[src/hw/socc_pkg.sv]
// Package with register map, reset values and timing constants of the sensor control block.
package socc_pkg;

  // ----------------------------------------------------------------
  // Register addresses
  // ----------------------------------------------------------------
  localparam logic [14:0] ADDR_HOLD = 15'h3001;
  localparam logic [14:0] ADDR_SWRST = 15'h3003;
  localparam logic [14:0] ADDR_CONV = 15'h3005;
  localparam logic [14:0] ADDR_WIN = 15'h3007;
  localparam logic [14:0] ADDR_FRATE = 15'h3009;
  localparam logic [14:0] ADDR_OUTFMT = 15'h3046;
  localparam logic [14:0] ADDR_CK1 = 15'h305C;
  localparam logic [14:0] ADDR_CK2 = 15'h305D;
  localparam logic [14:0] ADDR_CK3 = 15'h305E;
  localparam logic [14:0] ADDR_CK4 = 15'h305F;
  localparam logic [14:0] ADDR_AUX1 = 15'h3129;
  localparam logic [14:0] ADDR_CK5 = 15'h315E;
  localparam logic [14:0] ADDR_CK6 = 15'h3164;
  localparam logic [14:0] ADDR_AUX2 = 15'h317C;
  localparam logic [14:0] ADDR_AUX3 = 15'h31EC;
  localparam logic [14:0] ADDR_CK7 = 15'h3480;

  // ----------------------------------------------------------------
  // Field positions
  // ----------------------------------------------------------------
  localparam int WIN_LSB = 4;
  localparam int FMT_LSB = 4;

  // ----------------------------------------------------------------
  // Reset values
  // ----------------------------------------------------------------
  localparam logic RST_HOLD = 1'h0;
  localparam logic RST_CONV = 1'h1;
  localparam logic [2:0] RST_WIN = 3'h0;
  localparam logic [1:0] RST_FRATE = 2'h1;
  localparam logic RST_OWIDTH = 1'h1;
  localparam logic [3:0] RST_FMT = 4'hE;
  localparam logic [7:0] RST_CK [0:6] = '{8'h0C, 8'h00, 8'h10, 8'h01, 8'h1B, 8'h1B, 8'h92};
  localparam logic [7:0] RST_AUX [0:2] = '{8'h1D, 8'h12, 8'h37};

  // ----------------------------------------------------------------
  // Field encodings and pixel limits
  // ----------------------------------------------------------------
  localparam logic [2:0] WIN_FULL = 3'h0;
  localparam logic [2:0] WIN_720 = 3'h1;
  localparam logic [2:0] WIN_CROP = 3'h4;
  localparam logic [3:0] FMT_LVDS2 = 4'hD;
  localparam logic [3:0] FMT_LVDS4 = 4'hE;
  localparam logic [11:0] PIX_MIN_LVDS = 12'h001;
  localparam logic [11:0] PIX_MAX10_LVDS = 12'h3FE;
  localparam logic [11:0] PIX_MAX12_LVDS = 12'hFFE;
  localparam logic [3:0] BITS10 = 4'hA;
  localparam logic [3:0] BITS12 = 4'hC;

  // ----------------------------------------------------------------
  // Timing
  // ----------------------------------------------------------------
  localparam int CLK_PERIOD_NS = 40;
  localparam int SWRST_DELAY_NS = 500;
  localparam int SWRST_CYCLES_INT = (SWRST_DELAY_NS + CLK_PERIOD_NS - 1) / CLK_PERIOD_NS;
  localparam logic [4:0] SWRST_CYCLES = SWRST_CYCLES_INT[4:0];
  localparam logic [4:0] SERIAL_LAST_BIT = 5'h17;
  localparam logic [4:0] SERIAL_ADDR_BITS = 5'h10;

endpackage

[src/hw/socc_serial_slave.sv]
// Serial register port: frames of a 16-bit address word then one data byte, MSB first.
`timescale 1ns/10ps
module socc_serial_slave
  import socc_pkg::*;
(
  // Clock and reset.
  input wire logic clock,
  input wire logic nrst,
  // Serial pins.
  input wire logic chip_enable_n,
  input wire logic serial_clock,
  input wire logic serial_data_in,
  output logic serial_data_out,
  output logic serial_data_oe,
  // Register side.
  output logic reg_write,
  output logic reg_read,
  output logic [14:0] reg_addr,
  output logic [7:0] reg_wdata,
  input wire logic [7:0] reg_rdata
);

  // ----------------------------------------------------------------
  // Pin synchronisers
  // ----------------------------------------------------------------
  logic [1:0] ce_sync; // Chip enable, two stages.
  logic [1:0] sck_sync; // Serial clock, two stages.
  logic [1:0] sdi_sync; // Serial data, two stages.
  logic sck_last; // Previous synchronised serial clock.
  logic [4:0] bit_count; // Bits taken in this frame.
  logic [23:0] shift_in; // Incoming bits.
  logic [7:0] shift_out; // Read data being sent.
  logic read_frame; // Set when the address word asks for a read.

  // Each pin passes two flops before any logic sees it.
  always_ff @(posedge clock) begin
    ce_sync <= {ce_sync[0], chip_enable_n};
    sck_sync <= {sck_sync[0], serial_clock};
    sdi_sync <= {sdi_sync[0], serial_data_in};
    sck_last <= sck_sync[1];
  end

  // Rising edges of the serial clock take in bits; a deselect restarts the frame.
  always_ff @(posedge clock) begin
    if (!nrst || ce_sync[1]) begin
      bit_count <= 5'h00;
      shift_in <= 24'h000000;
      read_frame <= 1'b0;
    end else if (sck_sync[1] && !sck_last && bit_count <= SERIAL_LAST_BIT) begin
      shift_in <= {shift_in[22:0], sdi_sync[1]};
      bit_count <= bit_count + 5'h01;
      if (bit_count == SERIAL_ADDR_BITS - 5'h01) begin
        read_frame <= shift_in[14];
      end
    end
  end

  // Address is latched after sixteen bits and the strobes fire once per frame.
  always_ff @(posedge clock) begin
    if (!nrst) begin
      reg_addr <= 15'h0000;
      reg_wdata <= 8'h00;
      reg_write <= 1'b0;
      reg_read <= 1'b0;
    end else begin
      reg_write <= 1'b0;
      reg_read <= 1'b0;
      if (sck_sync[1] && !sck_last && !ce_sync[1]) begin
        if (bit_count == SERIAL_ADDR_BITS - 5'h01) begin
          reg_addr <= {shift_in[13:0], sdi_sync[1]};
          reg_read <= shift_in[14];
        end else if (bit_count == SERIAL_LAST_BIT && !read_frame) begin
          reg_wdata <= {shift_in[6:0], sdi_sync[1]};
          reg_write <= 1'b1;
        end
      end
    end
  end

  // Read data is loaded after the address and advanced on falling edges.
  always_ff @(posedge clock) begin
    if (!nrst || ce_sync[1]) begin
      shift_out <= 8'h00;
      serial_data_out <= 1'b0;
      serial_data_oe <= 1'b0;
    end else if (reg_read) begin
      shift_out <= {reg_rdata[6:0], 1'b0};
      serial_data_out <= reg_rdata[7];
      serial_data_oe <= 1'b1;
    end else if (!sck_sync[1] && sck_last && read_frame && bit_count > SERIAL_ADDR_BITS) begin
      serial_data_out <= shift_out[7];
      shift_out <= {shift_out[6:0], 1'b0};
    end
  end

endmodule

[src/hw/socc_word_serializer.sv]
// Differential serial output shifter: sends one 10 or 12 bit word MSB first.
`timescale 1ns/10ps
module socc_word_serializer
  import socc_pkg::*;
(
  // Clock and reset.
  input wire logic clock,
  input wire logic nrst,
  // Word side.
  input wire logic word_valid,
  input wire logic [11:0] word,
  input wire logic wide_word,
  input wire logic line_enable,
  output logic word_ready,
  // Line side.
  output logic line_data,
  output logic line_oe
);

  logic [11:0] shift; // Rest of the word left-aligned, next bit to send in bit 11.
  logic [3:0] remaining; // Bits still to send.

  // A new word is accepted only when the previous one has gone out.
  always_comb begin
    word_ready = (remaining == 4'h0);
  end

  // Loads left-aligned so the most significant bit always leaves first.
  always_ff @(posedge clock) begin
    if (!nrst || !line_enable) begin
      shift <= 12'h000;
      remaining <= 4'h0;
      line_data <= 1'b0;
    end else if (word_valid && word_ready) begin
      shift <= wide_word ? {word[10:0], 1'b0} : {word[8:0], 3'h0};
      line_data <= wide_word ? word[11] : word[9];
      remaining <= wide_word ? BITS12 - 4'h1 : BITS10 - 4'h1;
    end else if (remaining != 4'h0) begin
      line_data <= shift[11];
      shift <= {shift[10:0], 1'b0};
      remaining <= remaining - 4'h1;
    end
  end

  // The line floats whenever the output is disabled.
  always_ff @(posedge clock) begin
    if (!nrst) begin
      line_oe <= 1'b0;
    end else begin
      line_oe <= line_enable;
    end
  end

endmodule

[src/hw/socc_core.sv]
// Sensor output configuration and control: registers, hold, soft reset, pixel output.
`timescale 1ns/10ps
module socc_core
  import socc_pkg::*;
(
  // Clock and reset.
  input wire logic clock,
  input wire logic nrst,
  // Serial register port.
  input wire logic chip_enable_n,
  input wire logic serial_clock,
  input wire logic serial_data_in,
  output logic serial_data_out,
  output logic serial_data_oe,
  // Mode pins and frame timing.
  input wire logic master_mode_pin,
  input wire logic csi_mode_pin,
  input wire logic reflect_point,
  input wire logic standby_release,
  input wire logic frame_sync_gen,
  input wire logic line_sync_gen,
  // Pixel input from the converter.
  input wire logic pixel_valid,
  input wire logic [11:0] pixel_in,
  input wire logic pixel_is_sync,
  output logic pixel_ready,
  // Pixel and serial outputs.
  output logic pixel_out_valid,
  output logic [11:0] pixel_out,
  output logic serial_line_data,
  output logic serial_line_oe,
  output logic frame_sync_out,
  output logic line_sync_out,
  // Active configuration.
  output logic standby,
  output logic frame_invalid,
  output logic conv_width_12,
  output logic [7:0] conv_aux [0:2],
  output logic [7:0] clock_setting [0:6],
  output logic [1:0] frame_rate,
  output logic readout_full,
  output logic readout_720,
  output logic readout_crop,
  output logic lvds_four_channel
);

  // ----------------------------------------------------------------
  // Declarations
  // ----------------------------------------------------------------
  logic [1:0] master_sync; // Master mode pin synchroniser.
  logic [1:0] csi_sync; // Output mode pin synchroniser.
  logic reg_write; // One-cycle write strobe from the serial port.
  logic reg_read; // One-cycle read strobe from the serial port.
  logic [14:0] reg_addr; // Register address of the frame.
  logic [7:0] reg_wdata; // Write data of the frame.
  logic [7:0] reg_rdata; // Read data back to the serial port.
  logic register_hold_control; // Hold bit, acts at once.
  logic soft_reset_trigger; // Soft reset request bit.
  logic [4:0] swrst_count; // Cycles since the soft reset write.
  logic swrst_apply; // One-cycle pulse that restores defaults.
  logic conversion_width_select; // Shadow conversion width.
  logic [2:0] window_mode_select; // Shadow window mode.
  logic [1:0] frame_rate_select; // Shadow frame rate.
  logic output_width_select; // Shadow output width.
  logic [3:0] output_format_select; // Shadow output format.
  logic [7:0] clock_shadow [0:6]; // Shadow clock settings.
  logic [7:0] aux_shadow [0:2]; // Shadow conversion aux settings.
  logic out_wide; // Active output width.
  logic [3:0] out_format; // Active output format.
  logic [2:0] win_active; // Active window mode.
  logic [11:0] next_pixel; // Clamped and sized pixel word.
  logic ser_ready; // Serializer can take a word.

  // Index of a clock setting register, 7 when the address is not one.
  function automatic logic [2:0] clock_index(input logic [14:0] addr);
    case (addr)
      ADDR_CK1: clock_index = 3'h0;
      ADDR_CK2: clock_index = 3'h1;
      ADDR_CK3: clock_index = 3'h2;
      ADDR_CK4: clock_index = 3'h3;
      ADDR_CK5: clock_index = 3'h4;
      ADDR_CK6: clock_index = 3'h5;
      ADDR_CK7: clock_index = 3'h6;
      default: clock_index = 3'h7;
    endcase
  endfunction

  // Index of a conversion aux register, 3 when the address is not one.
  function automatic logic [1:0] aux_index(input logic [14:0] addr);
    case (addr)
      ADDR_AUX1: aux_index = 2'h0;
      ADDR_AUX2: aux_index = 2'h1;
      ADDR_AUX3: aux_index = 2'h2;
      default: aux_index = 2'h3;
    endcase
  endfunction

  // ----------------------------------------------------------------
  // Serial register port
  // ----------------------------------------------------------------
  socc_serial_slave u_serial (
    .clock(clock),
    .nrst(nrst),
    .chip_enable_n(chip_enable_n),
    .serial_clock(serial_clock),
    .serial_data_in(serial_data_in),
    .serial_data_out(serial_data_out),
    .serial_data_oe(serial_data_oe),
    .reg_write(reg_write),
    .reg_read(reg_read),
    .reg_addr(reg_addr),
    .reg_wdata(reg_wdata),
    .reg_rdata(reg_rdata)
  );

  // Mode pins pass two flops before use.
  always_ff @(posedge clock) begin
    master_sync <= {master_sync[0], master_mode_pin};
    csi_sync <= {csi_sync[0], csi_mode_pin};
  end

  // ----------------------------------------------------------------
  // Soft reset sequencing
  // ----------------------------------------------------------------
  // The request bit stays set while the delay runs, then clears itself.
  always_ff @(posedge clock) begin
    if (!nrst) begin
      soft_reset_trigger <= 1'b0;
      swrst_count <= 5'h00;
      swrst_apply <= 1'b0;
    end else begin
      swrst_apply <= 1'b0;
      if (soft_reset_trigger) begin
        if (swrst_count == SWRST_CYCLES - 5'h01) begin
          soft_reset_trigger <= 1'b0;
          swrst_count <= 5'h00;
          swrst_apply <= 1'b1;
        end else begin
          swrst_count <= swrst_count + 5'h01;
        end
      end else if (reg_write && reg_addr == ADDR_SWRST && reg_wdata[0]) begin
        soft_reset_trigger <= 1'b1;
      end
    end
  end

  // Standby is entered by the soft reset and left on a release pulse.
  always_ff @(posedge clock) begin
    if (!nrst) begin
      standby <= 1'b0;
    end else if (swrst_apply) begin
      standby <= 1'b1;
    end else if (standby_release) begin
      standby <= 1'b0;
    end
  end

  // ----------------------------------------------------------------
  // Shadow registers
  // ----------------------------------------------------------------
  // Writes land in the shadows at once; any value is kept, even a prohibited one.
  always_ff @(posedge clock) begin
    if (!nrst || swrst_apply) begin
      register_hold_control <= RST_HOLD;
      conversion_width_select <= RST_CONV;
      window_mode_select <= RST_WIN;
      frame_rate_select <= RST_FRATE;
      output_width_select <= RST_OWIDTH;
      output_format_select <= RST_FMT;
      clock_shadow <= RST_CK;
      aux_shadow <= RST_AUX;
    end else if (reg_write) begin
      case (reg_addr)
        ADDR_HOLD: register_hold_control <= reg_wdata[0];
        ADDR_CONV: conversion_width_select <= reg_wdata[0];
        ADDR_WIN: window_mode_select <= reg_wdata[WIN_LSB +: 3];
        ADDR_FRATE: frame_rate_select <= reg_wdata[1:0];
        ADDR_OUTFMT: begin
          output_width_select <= reg_wdata[0];
          output_format_select <= reg_wdata[FMT_LSB +: 4];
        end
        default: begin
          if (clock_index(reg_addr) != 3'h7) begin
            clock_shadow[clock_index(reg_addr)] <= reg_wdata;
          end
          if (aux_index(reg_addr) != 2'h3) begin
            aux_shadow[aux_index(reg_addr)] <= reg_wdata;
          end
        end
      endcase
    end
  end

  // Read data shows the shadows and the live soft reset bit; unmapped reads zero.
  always_comb begin
    reg_rdata = 8'h00;
    case (reg_addr)
      ADDR_HOLD: reg_rdata = {7'h00, register_hold_control};
      ADDR_SWRST: reg_rdata = {7'h00, soft_reset_trigger};
      ADDR_CONV: reg_rdata = {7'h00, conversion_width_select};
      ADDR_WIN: reg_rdata = {1'b0, window_mode_select, 4'h0};
      ADDR_FRATE: reg_rdata = {6'h00, frame_rate_select};
      ADDR_OUTFMT: reg_rdata = {output_format_select, 3'h0, output_width_select};
      default: begin
        if (clock_index(reg_addr) != 3'h7) begin
          reg_rdata = clock_shadow[clock_index(reg_addr)];
        end else if (aux_index(reg_addr) != 2'h3) begin
          reg_rdata = aux_shadow[aux_index(reg_addr)];
        end
      end
    endcase
  end

  // ----------------------------------------------------------------
  // Reflection to active settings
  // ----------------------------------------------------------------
  // Shadows move together at a reflection point only while hold is clear.
  always_ff @(posedge clock) begin
    if (!nrst || swrst_apply) begin
      conv_width_12 <= RST_CONV;
      conv_aux <= RST_AUX;
      clock_setting <= RST_CK;
      frame_rate <= RST_FRATE;
      out_wide <= RST_OWIDTH;
      out_format <= RST_FMT;
      win_active <= RST_WIN;
    end else if (reflect_point && !register_hold_control) begin
      conv_width_12 <= conversion_width_select;
      conv_aux <= aux_shadow;
      clock_setting <= clock_shadow;
      frame_rate <= frame_rate_select;
      out_wide <= output_width_select;
      out_format <= output_format_select;
      win_active <= window_mode_select;
    end
  end

  // Decoded readout and lane modes.
  always_ff @(posedge clock) begin
    if (!nrst) begin
      readout_full <= 1'b1;
      readout_720 <= 1'b0;
      readout_crop <= 1'b0;
      lvds_four_channel <= 1'b1;
    end else begin
      readout_full <= (win_active == WIN_FULL);
      readout_720 <= (win_active == WIN_720);
      readout_crop <= (win_active == WIN_CROP);
      lvds_four_channel <= (out_format == FMT_LVDS4);
    end
  end

  // A window mode change taken without standby marks the following frame invalid.
  always_ff @(posedge clock) begin
    if (!nrst || swrst_apply) begin
      frame_invalid <= 1'b0;
    end else if (reflect_point && !register_hold_control) begin
      frame_invalid <= (win_active != window_mode_select) && !standby;
    end
  end

  // ----------------------------------------------------------------
  // Pixel output path
  // ----------------------------------------------------------------
  // Sizes the word to the active width and clamps serial pixels off the sync codes.
  always_comb begin
    next_pixel = out_wide ? pixel_in : {2'h0, pixel_in[11:2]};
    if (!csi_sync[1] && !pixel_is_sync) begin
      if (next_pixel < PIX_MIN_LVDS) begin
        next_pixel = PIX_MIN_LVDS;
      end else if (out_wide && next_pixel > PIX_MAX12_LVDS) begin
        next_pixel = PIX_MAX12_LVDS;
      end else if (!out_wide && next_pixel > PIX_MAX10_LVDS) begin
        next_pixel = PIX_MAX10_LVDS;
      end
    end
  end

  // Registers the output word; CSI words pass at full range.
  always_ff @(posedge clock) begin
    if (!nrst) begin
      pixel_out <= 12'h000;
      pixel_out_valid <= 1'b0;
    end else begin
      pixel_out <= next_pixel;
      pixel_out_valid <= pixel_valid && pixel_ready && !standby && (csi_sync[1] || ser_ready);
    end
  end

  // Stalls the source in standby and, in serial mode, while a word is in flight or the serializer is busy.
  always_ff @(posedge clock) begin
    if (!nrst) begin
      pixel_ready <= 1'b0;
    end else begin
      pixel_ready <= !standby && !swrst_apply && (csi_sync[1] || (ser_ready && !pixel_out_valid
        && !(pixel_valid && pixel_ready)));
    end
  end

  // Serial line shifter, floated in standby and in CSI mode.
  socc_word_serializer u_ser (
    .clock(clock),
    .nrst(nrst),
    .word_valid(pixel_out_valid && !csi_sync[1]),
    .word(pixel_out),
    .wide_word(out_wide),
    .line_enable(!standby && !swrst_apply && !csi_sync[1]),
    .word_ready(ser_ready),
    .line_data(serial_line_data),
    .line_oe(serial_line_oe)
  );

  // Sync outputs sit high in master mode standby, else follow the generator.
  always_ff @(posedge clock) begin
    if (!nrst) begin
      frame_sync_out <= 1'b1;
      line_sync_out <= 1'b1;
    end else if ((standby || swrst_apply) && master_sync[1]) begin
      frame_sync_out <= 1'b1;
      line_sync_out <= 1'b1;
    end else begin
      frame_sync_out <= frame_sync_gen;
      line_sync_out <= line_sync_gen;
    end
  end

endmodule

[config.mk]
export PLATFORM = sky130hd
export DESIGN_NAME = socc_core
export DESIGN_NICKNAME = d
export VERILOG_FILES = /design/src/hw/socc_pkg.sv /design/src/hw/socc_serial_slave.sv /design/src/hw/socc_word_serializer.sv /design/src/hw/socc_core.sv
export SDC_FILE = /design/constraint.sdc
export NUM_CORES = 1
export LEC_CHECK = 0
export CAP_MARGIN = 20
export CORE_ASPECT_RATIO = 1.75
export CORE_MARGIN = 2
export CORE_UTILIZATION = 25
export CTS_CLUSTER_DIAMETER = 200
export DETAILED_ROUTE_END_ITERATION = 8
export DONT_BUFFER_PORTS = 1
export GPL_TIMING_DRIVEN = 0
export PLACE_DENSITY = 0.5
export SLEW_MARGIN = 10
export SYNTH_ARGS = -nofsm -noshare
export SYNTH_HDL_FRONTEND = slang
export SYNTH_SLANG_ARGS = --single-unit
export TNS_END_PERCENT = 1
[constraint.sdc]
create_clock -name clock -period 3.96 [get_ports clock]
set_clock_uncertainty 0.15 [all_clocks]
set_input_delay 0.792 -clock clock [delete_from_list [all_inputs] [get_ports clock]]
set_output_delay 0.792 -clock clock [all_outputs]
set_load 0.01 [all_outputs]
==> flow_summary_export.csv <==
group,metric,value,unit
drt,wl_per_cell,19.87,um
drt,num_vias,9761,
global_routing,track_usage,16.13,%
critical_path,timing.critical_path.fanout_max,10,
sta,period_minus_slack,3.610,ns
logic_synthesis,synth_compound_area_share,10.27,%
power,p_leak,0.004740,uW
global_routing,use_met3,4.256,%
sta,fmax,0.2770,GHz
global_routing,antenna_found_initial,2,
clock_network,clk_latency,0.57,ns
clock_network,clock-sinks,295,
finish,syn_to_final_growth,13.99,%
clock_network,tritoncts,"done",
logic_synthesis,yosys.area.top_type_share,49.37,%
global_routing,first_global_vias,9974,
sta,drv_slew,0,
global_routing,grt_util_met2,31.60,%
finish,final_nets,1454,
logic_synthesis,yosysWarningCount,0,
drt,drtAntennaViolNets,0,
floorplanning,core_area,0.04748,sq mm
logic_synthesis,synth-edff-count,0,
critical_path,cp.required,4.26,ns
clock_network,numCtsBuffers,27,
clock_network,postCtsHoldBufs,0,
critical_path,end_kind,"flop",
global_routing,grt_pass1_wl,61070,um
global_routing,grt_max_degree,17,
logic_synthesis,synthFlopType,"dfxtp_1",
logic_synthesis,syn_inst,1391,
power,power,6099,uW
drt,first_iter_violations,420,
sta,setup_viol,0,
sta,tightest_slew,1.138,ns
logic_synthesis,syn-cell-area,0.01196,sq mm
hold_path,hold_class,"input port to flop",
floorplanning,die-area,0.04968,sq mm
logic_synthesis,postSynthAreaPerCell,8.599,sq um
clock_network,cts-resized-gates,0,
clock_network,path_clk_slew,0.07,ns
floorplanning,die_height,293.4,um
drt,via_per_inst,4.794,
finish,ff_latch_area,0.005906,sq mm
critical_path,crit_path_start,"u_serial.reg_addr[6]$_SDFFE_PN0P_",
hold_path,hp-start,"master_mode_pin",
clock_network,post_cts_buffers,0,
sta,finalCritPeriodShare,91.16,%
global_routing,grt_overflow,0,
power,comb_power_share,5.2,%
finish,post_route_cells_drive_above_1_share,5.621,%
logic_synthesis,muxShareOfSynthArea,12.43,%
sta,holdWs,0.1012,ns
finish,n_fill_cell,5108,
placed_design,portBuffers,0,
drt,drtPass1Iterations,7,
clock_network,cts-root-buf,"clkbuf_16",
power,ir_worst_vdd,0.2719,mV
finish,multi_input_area,0.005623,sq mm
logic_synthesis,ys_seq_area_share,49.37,%
floorplanning,dieWidth,169.4,um
placed_design,hpwlAfterDp,31450,um
power,switchingPower,1469,uW
floorplanning,start_util,25.19,%
logic_synthesis,synth_adder_area_share,0.7322,%
drt,drcViolationCount,0,
power,pwr_density_cell,447.3,mW/mm^2
critical_path,arrival,3.91,ns
critical_path,critPathKind,"flop to flop",
sta,rsz0062_at_grt,"false",
critical_path,startpoint_type,"flop",
logic_synthesis,synthesis.nets,1423,
power,sequentialPowerShare,50.2,%
power,cellInternalPower,4630,uW
global_routing,grtUsageMet1,15.20,%
logic_synthesis,yosys.area.top_type,"dfxtp_1",
power,swShare,24.08,%
logic_synthesis,async_flop_share,0,%
logic_synthesis,ys_seq_elements,295,
power,clkPwrFrac,44.6,%
logic_synthesis,synth_xor_area_share,0.6590,%
sta,relSlewSlack,24.11,%
flow_run,max_cap_viol_count,0,
sta,finalHoldViolations,0,
critical_path,r2r-start,"u_serial.reg_addr[6]$_SDFFE_PN0P_",
clock_network,htreeDepth,1,
drt,wl,40460,um
floorplanning,rows,106,
logic_synthesis,synth-simple-area-share,22.87,%
outcome,status,"completed",
logic_synthesis,synth_top_family_by_area,"simple AND/OR/NAND/NOR gates",
clock_network,clk_path_buf_depth,3,
placed_design,gp_congestion,0.9563,
floorplanning,io_pins,134,
global_routing,grt.busiest_layer,"met2",
logic_synthesis,synth_top_cells_by_area,"dfxtp_1 49%, mux2i_1 12%, nand2_1 11%, a21oi_1 5.1%, nor2_1 3.9%",
logic_synthesis,synthDistinctLibCells,61,
finish,post-route-util,28.72,%
## cells in the mapped netlist (4+ instances only)
library cell,count
a31oi_1,6
ha_1,7
or2_2,8
nor2_1,123
o21ai_0,12
inv_1,13
a21oi_1,122
buf_1,9
nor3b_1,5
o32a_1,4
and3_1,7
xnor2_1,6
nand2_1,341
dfxtp_1,295
or3_1,7
nor3_1,14
nor3_4,5
a21o_1,4
clkbuf_1,80
nor2b_1,10
o22ai_1,8
nand4_1,12
nand2b_1,7
o211ai_1,17
nor4_1,10
buf_2,6
nand3_1,48
mux2i_1,144
a211oi_1,11
mux2_2,4
## power by group through the flow
stage	Clock, uW	Combinational, uW	Sequential, uW
2_1_floorplan	0	223	3120
3_3_place_gp	0	316	3130
3_5_place_dp	0	320	3130
4_1_cts	2790	321	3070
5_1_grt	2910	352	3070
6_report	2720	316	3060
## worst paths after layout
check                                                     endpoint  slack (ns)  cells after the start
worst max register to register  u_serial.shift_out[6]$_SDFFE_PP0P_        0.35                      8
worst max-delay path            u_serial.shift_out[6]$_SDFFE_PP0P_        0.35                      8
worst min-delay path                        master_sync[0]$_DFF_P_        0.10                      0
worst min register to register              master_sync[1]$_DFF_P_        0.18                      0
## worst max-delay path: stages, from the launching register on
cell and delay [ns]:
dfxtp_1 0.46, or3b_1 0.39, or4_1 0.58, a21o_1 0.31, a32oi_4 0.48, buf_8 0.22, mux2i_1 0.32, o22ai_1 0.18
o32a_1 0.38
## placed cells by master (no fill, tap or decap), drive strengths merged, types with 4 or more instances in the layout
| master | instances |
|---|---|
| a21o | 4 |
| o32a | 4 |
| clkinv | 6 |
| a21oi | 123 |
| nor3 | 22 |
| and3 | 7 |
| or2 | 8 |
| mux2i | 144 |
| o21ai | 12 |
| mux2 | 4 |
| nor2b | 10 |
| o211ai | 17 |
| a211oi | 11 |
| nand2b | 7 |
| and2 | 4 |
| nor4 | 10 |
| clkbuf | 114 |
| nand2 | 341 |
| ha | 7 |
| or3 | 7 |
| nand3 | 48 |
| dfxtp | 295 |
| buf | 19 |
| o22ai | 8 |
| clkinvlp | 4 |
| nor3b | 5 |
| a31oi | 6 |
| xnor2 | 6 |
| nor2 | 123 |
| inv | 14 |
| nand4 | 12 |
## metrics by stage
stage / worst slack [ns] / setup TNS (ns) / std cells / instance area, sq um
finish: 0.3499 / 0 / 2036 / 13630
global route: 0.2431 / 0 / 2035 / 13630
CTS: 0.3368 / 0 / 2034 / 13620
detailed placement: 0.3612 / 0 / 1986 / 12720
global placement: -0.4226 / -1.173 / 1985 / 12700
floorplan: 0.9828 / 0 / 1391 / 11960
## layer usage
layer / part of all wire (%) / vias up
li1: - / 4799
met1: 35 / 4710
met2: 54 / 182
met3: 6.3 / 68
met4: 4.7 / 2
met5: 0.027 / -
## layout make-up
type	instances	area share (%)
well taps	594	5.451
clock buffers	34	5.442
clock inverters	14	1.221
multi-input cells	986	41.24
flip-flops and latches	295	43.31
repair buffers	2	0.09177
diodes	1	0.01835
plain buffers	97	2.863
inverters	13	0.3579
## flip-flops by register name, summed over array words and instances, names as in the netlist, 3 cells and up
signal / cells
clock_setting: 56
clock_shadow: 56
aux_shadow: 24
conv_aux: 24
u_serial.reg_addr: 15
u_serial.shift_in: 15
pixel_out: 12
u_ser.shift: 11
u_serial.reg_wdata: 8
u_serial.shift_out: 7
swrst_count: 5
u_serial.bit_count: 5
out_format: 4
output_format_select: 4
u_ser.remaining: 4
win_active: 3
window_mode_select: 3
## logic make-up after synthesis
| group | count (synthesis) |
|---|---|
| simple gates | 618 |
| xor+xnor | 9 |
| fa+ha+maj | 7 |
| mux | 148 |
| buf+inv | 110 |
| compound gates | 204 |
| flops | 295 |
No activity file was read; power rests on OpenSTA's default activity.
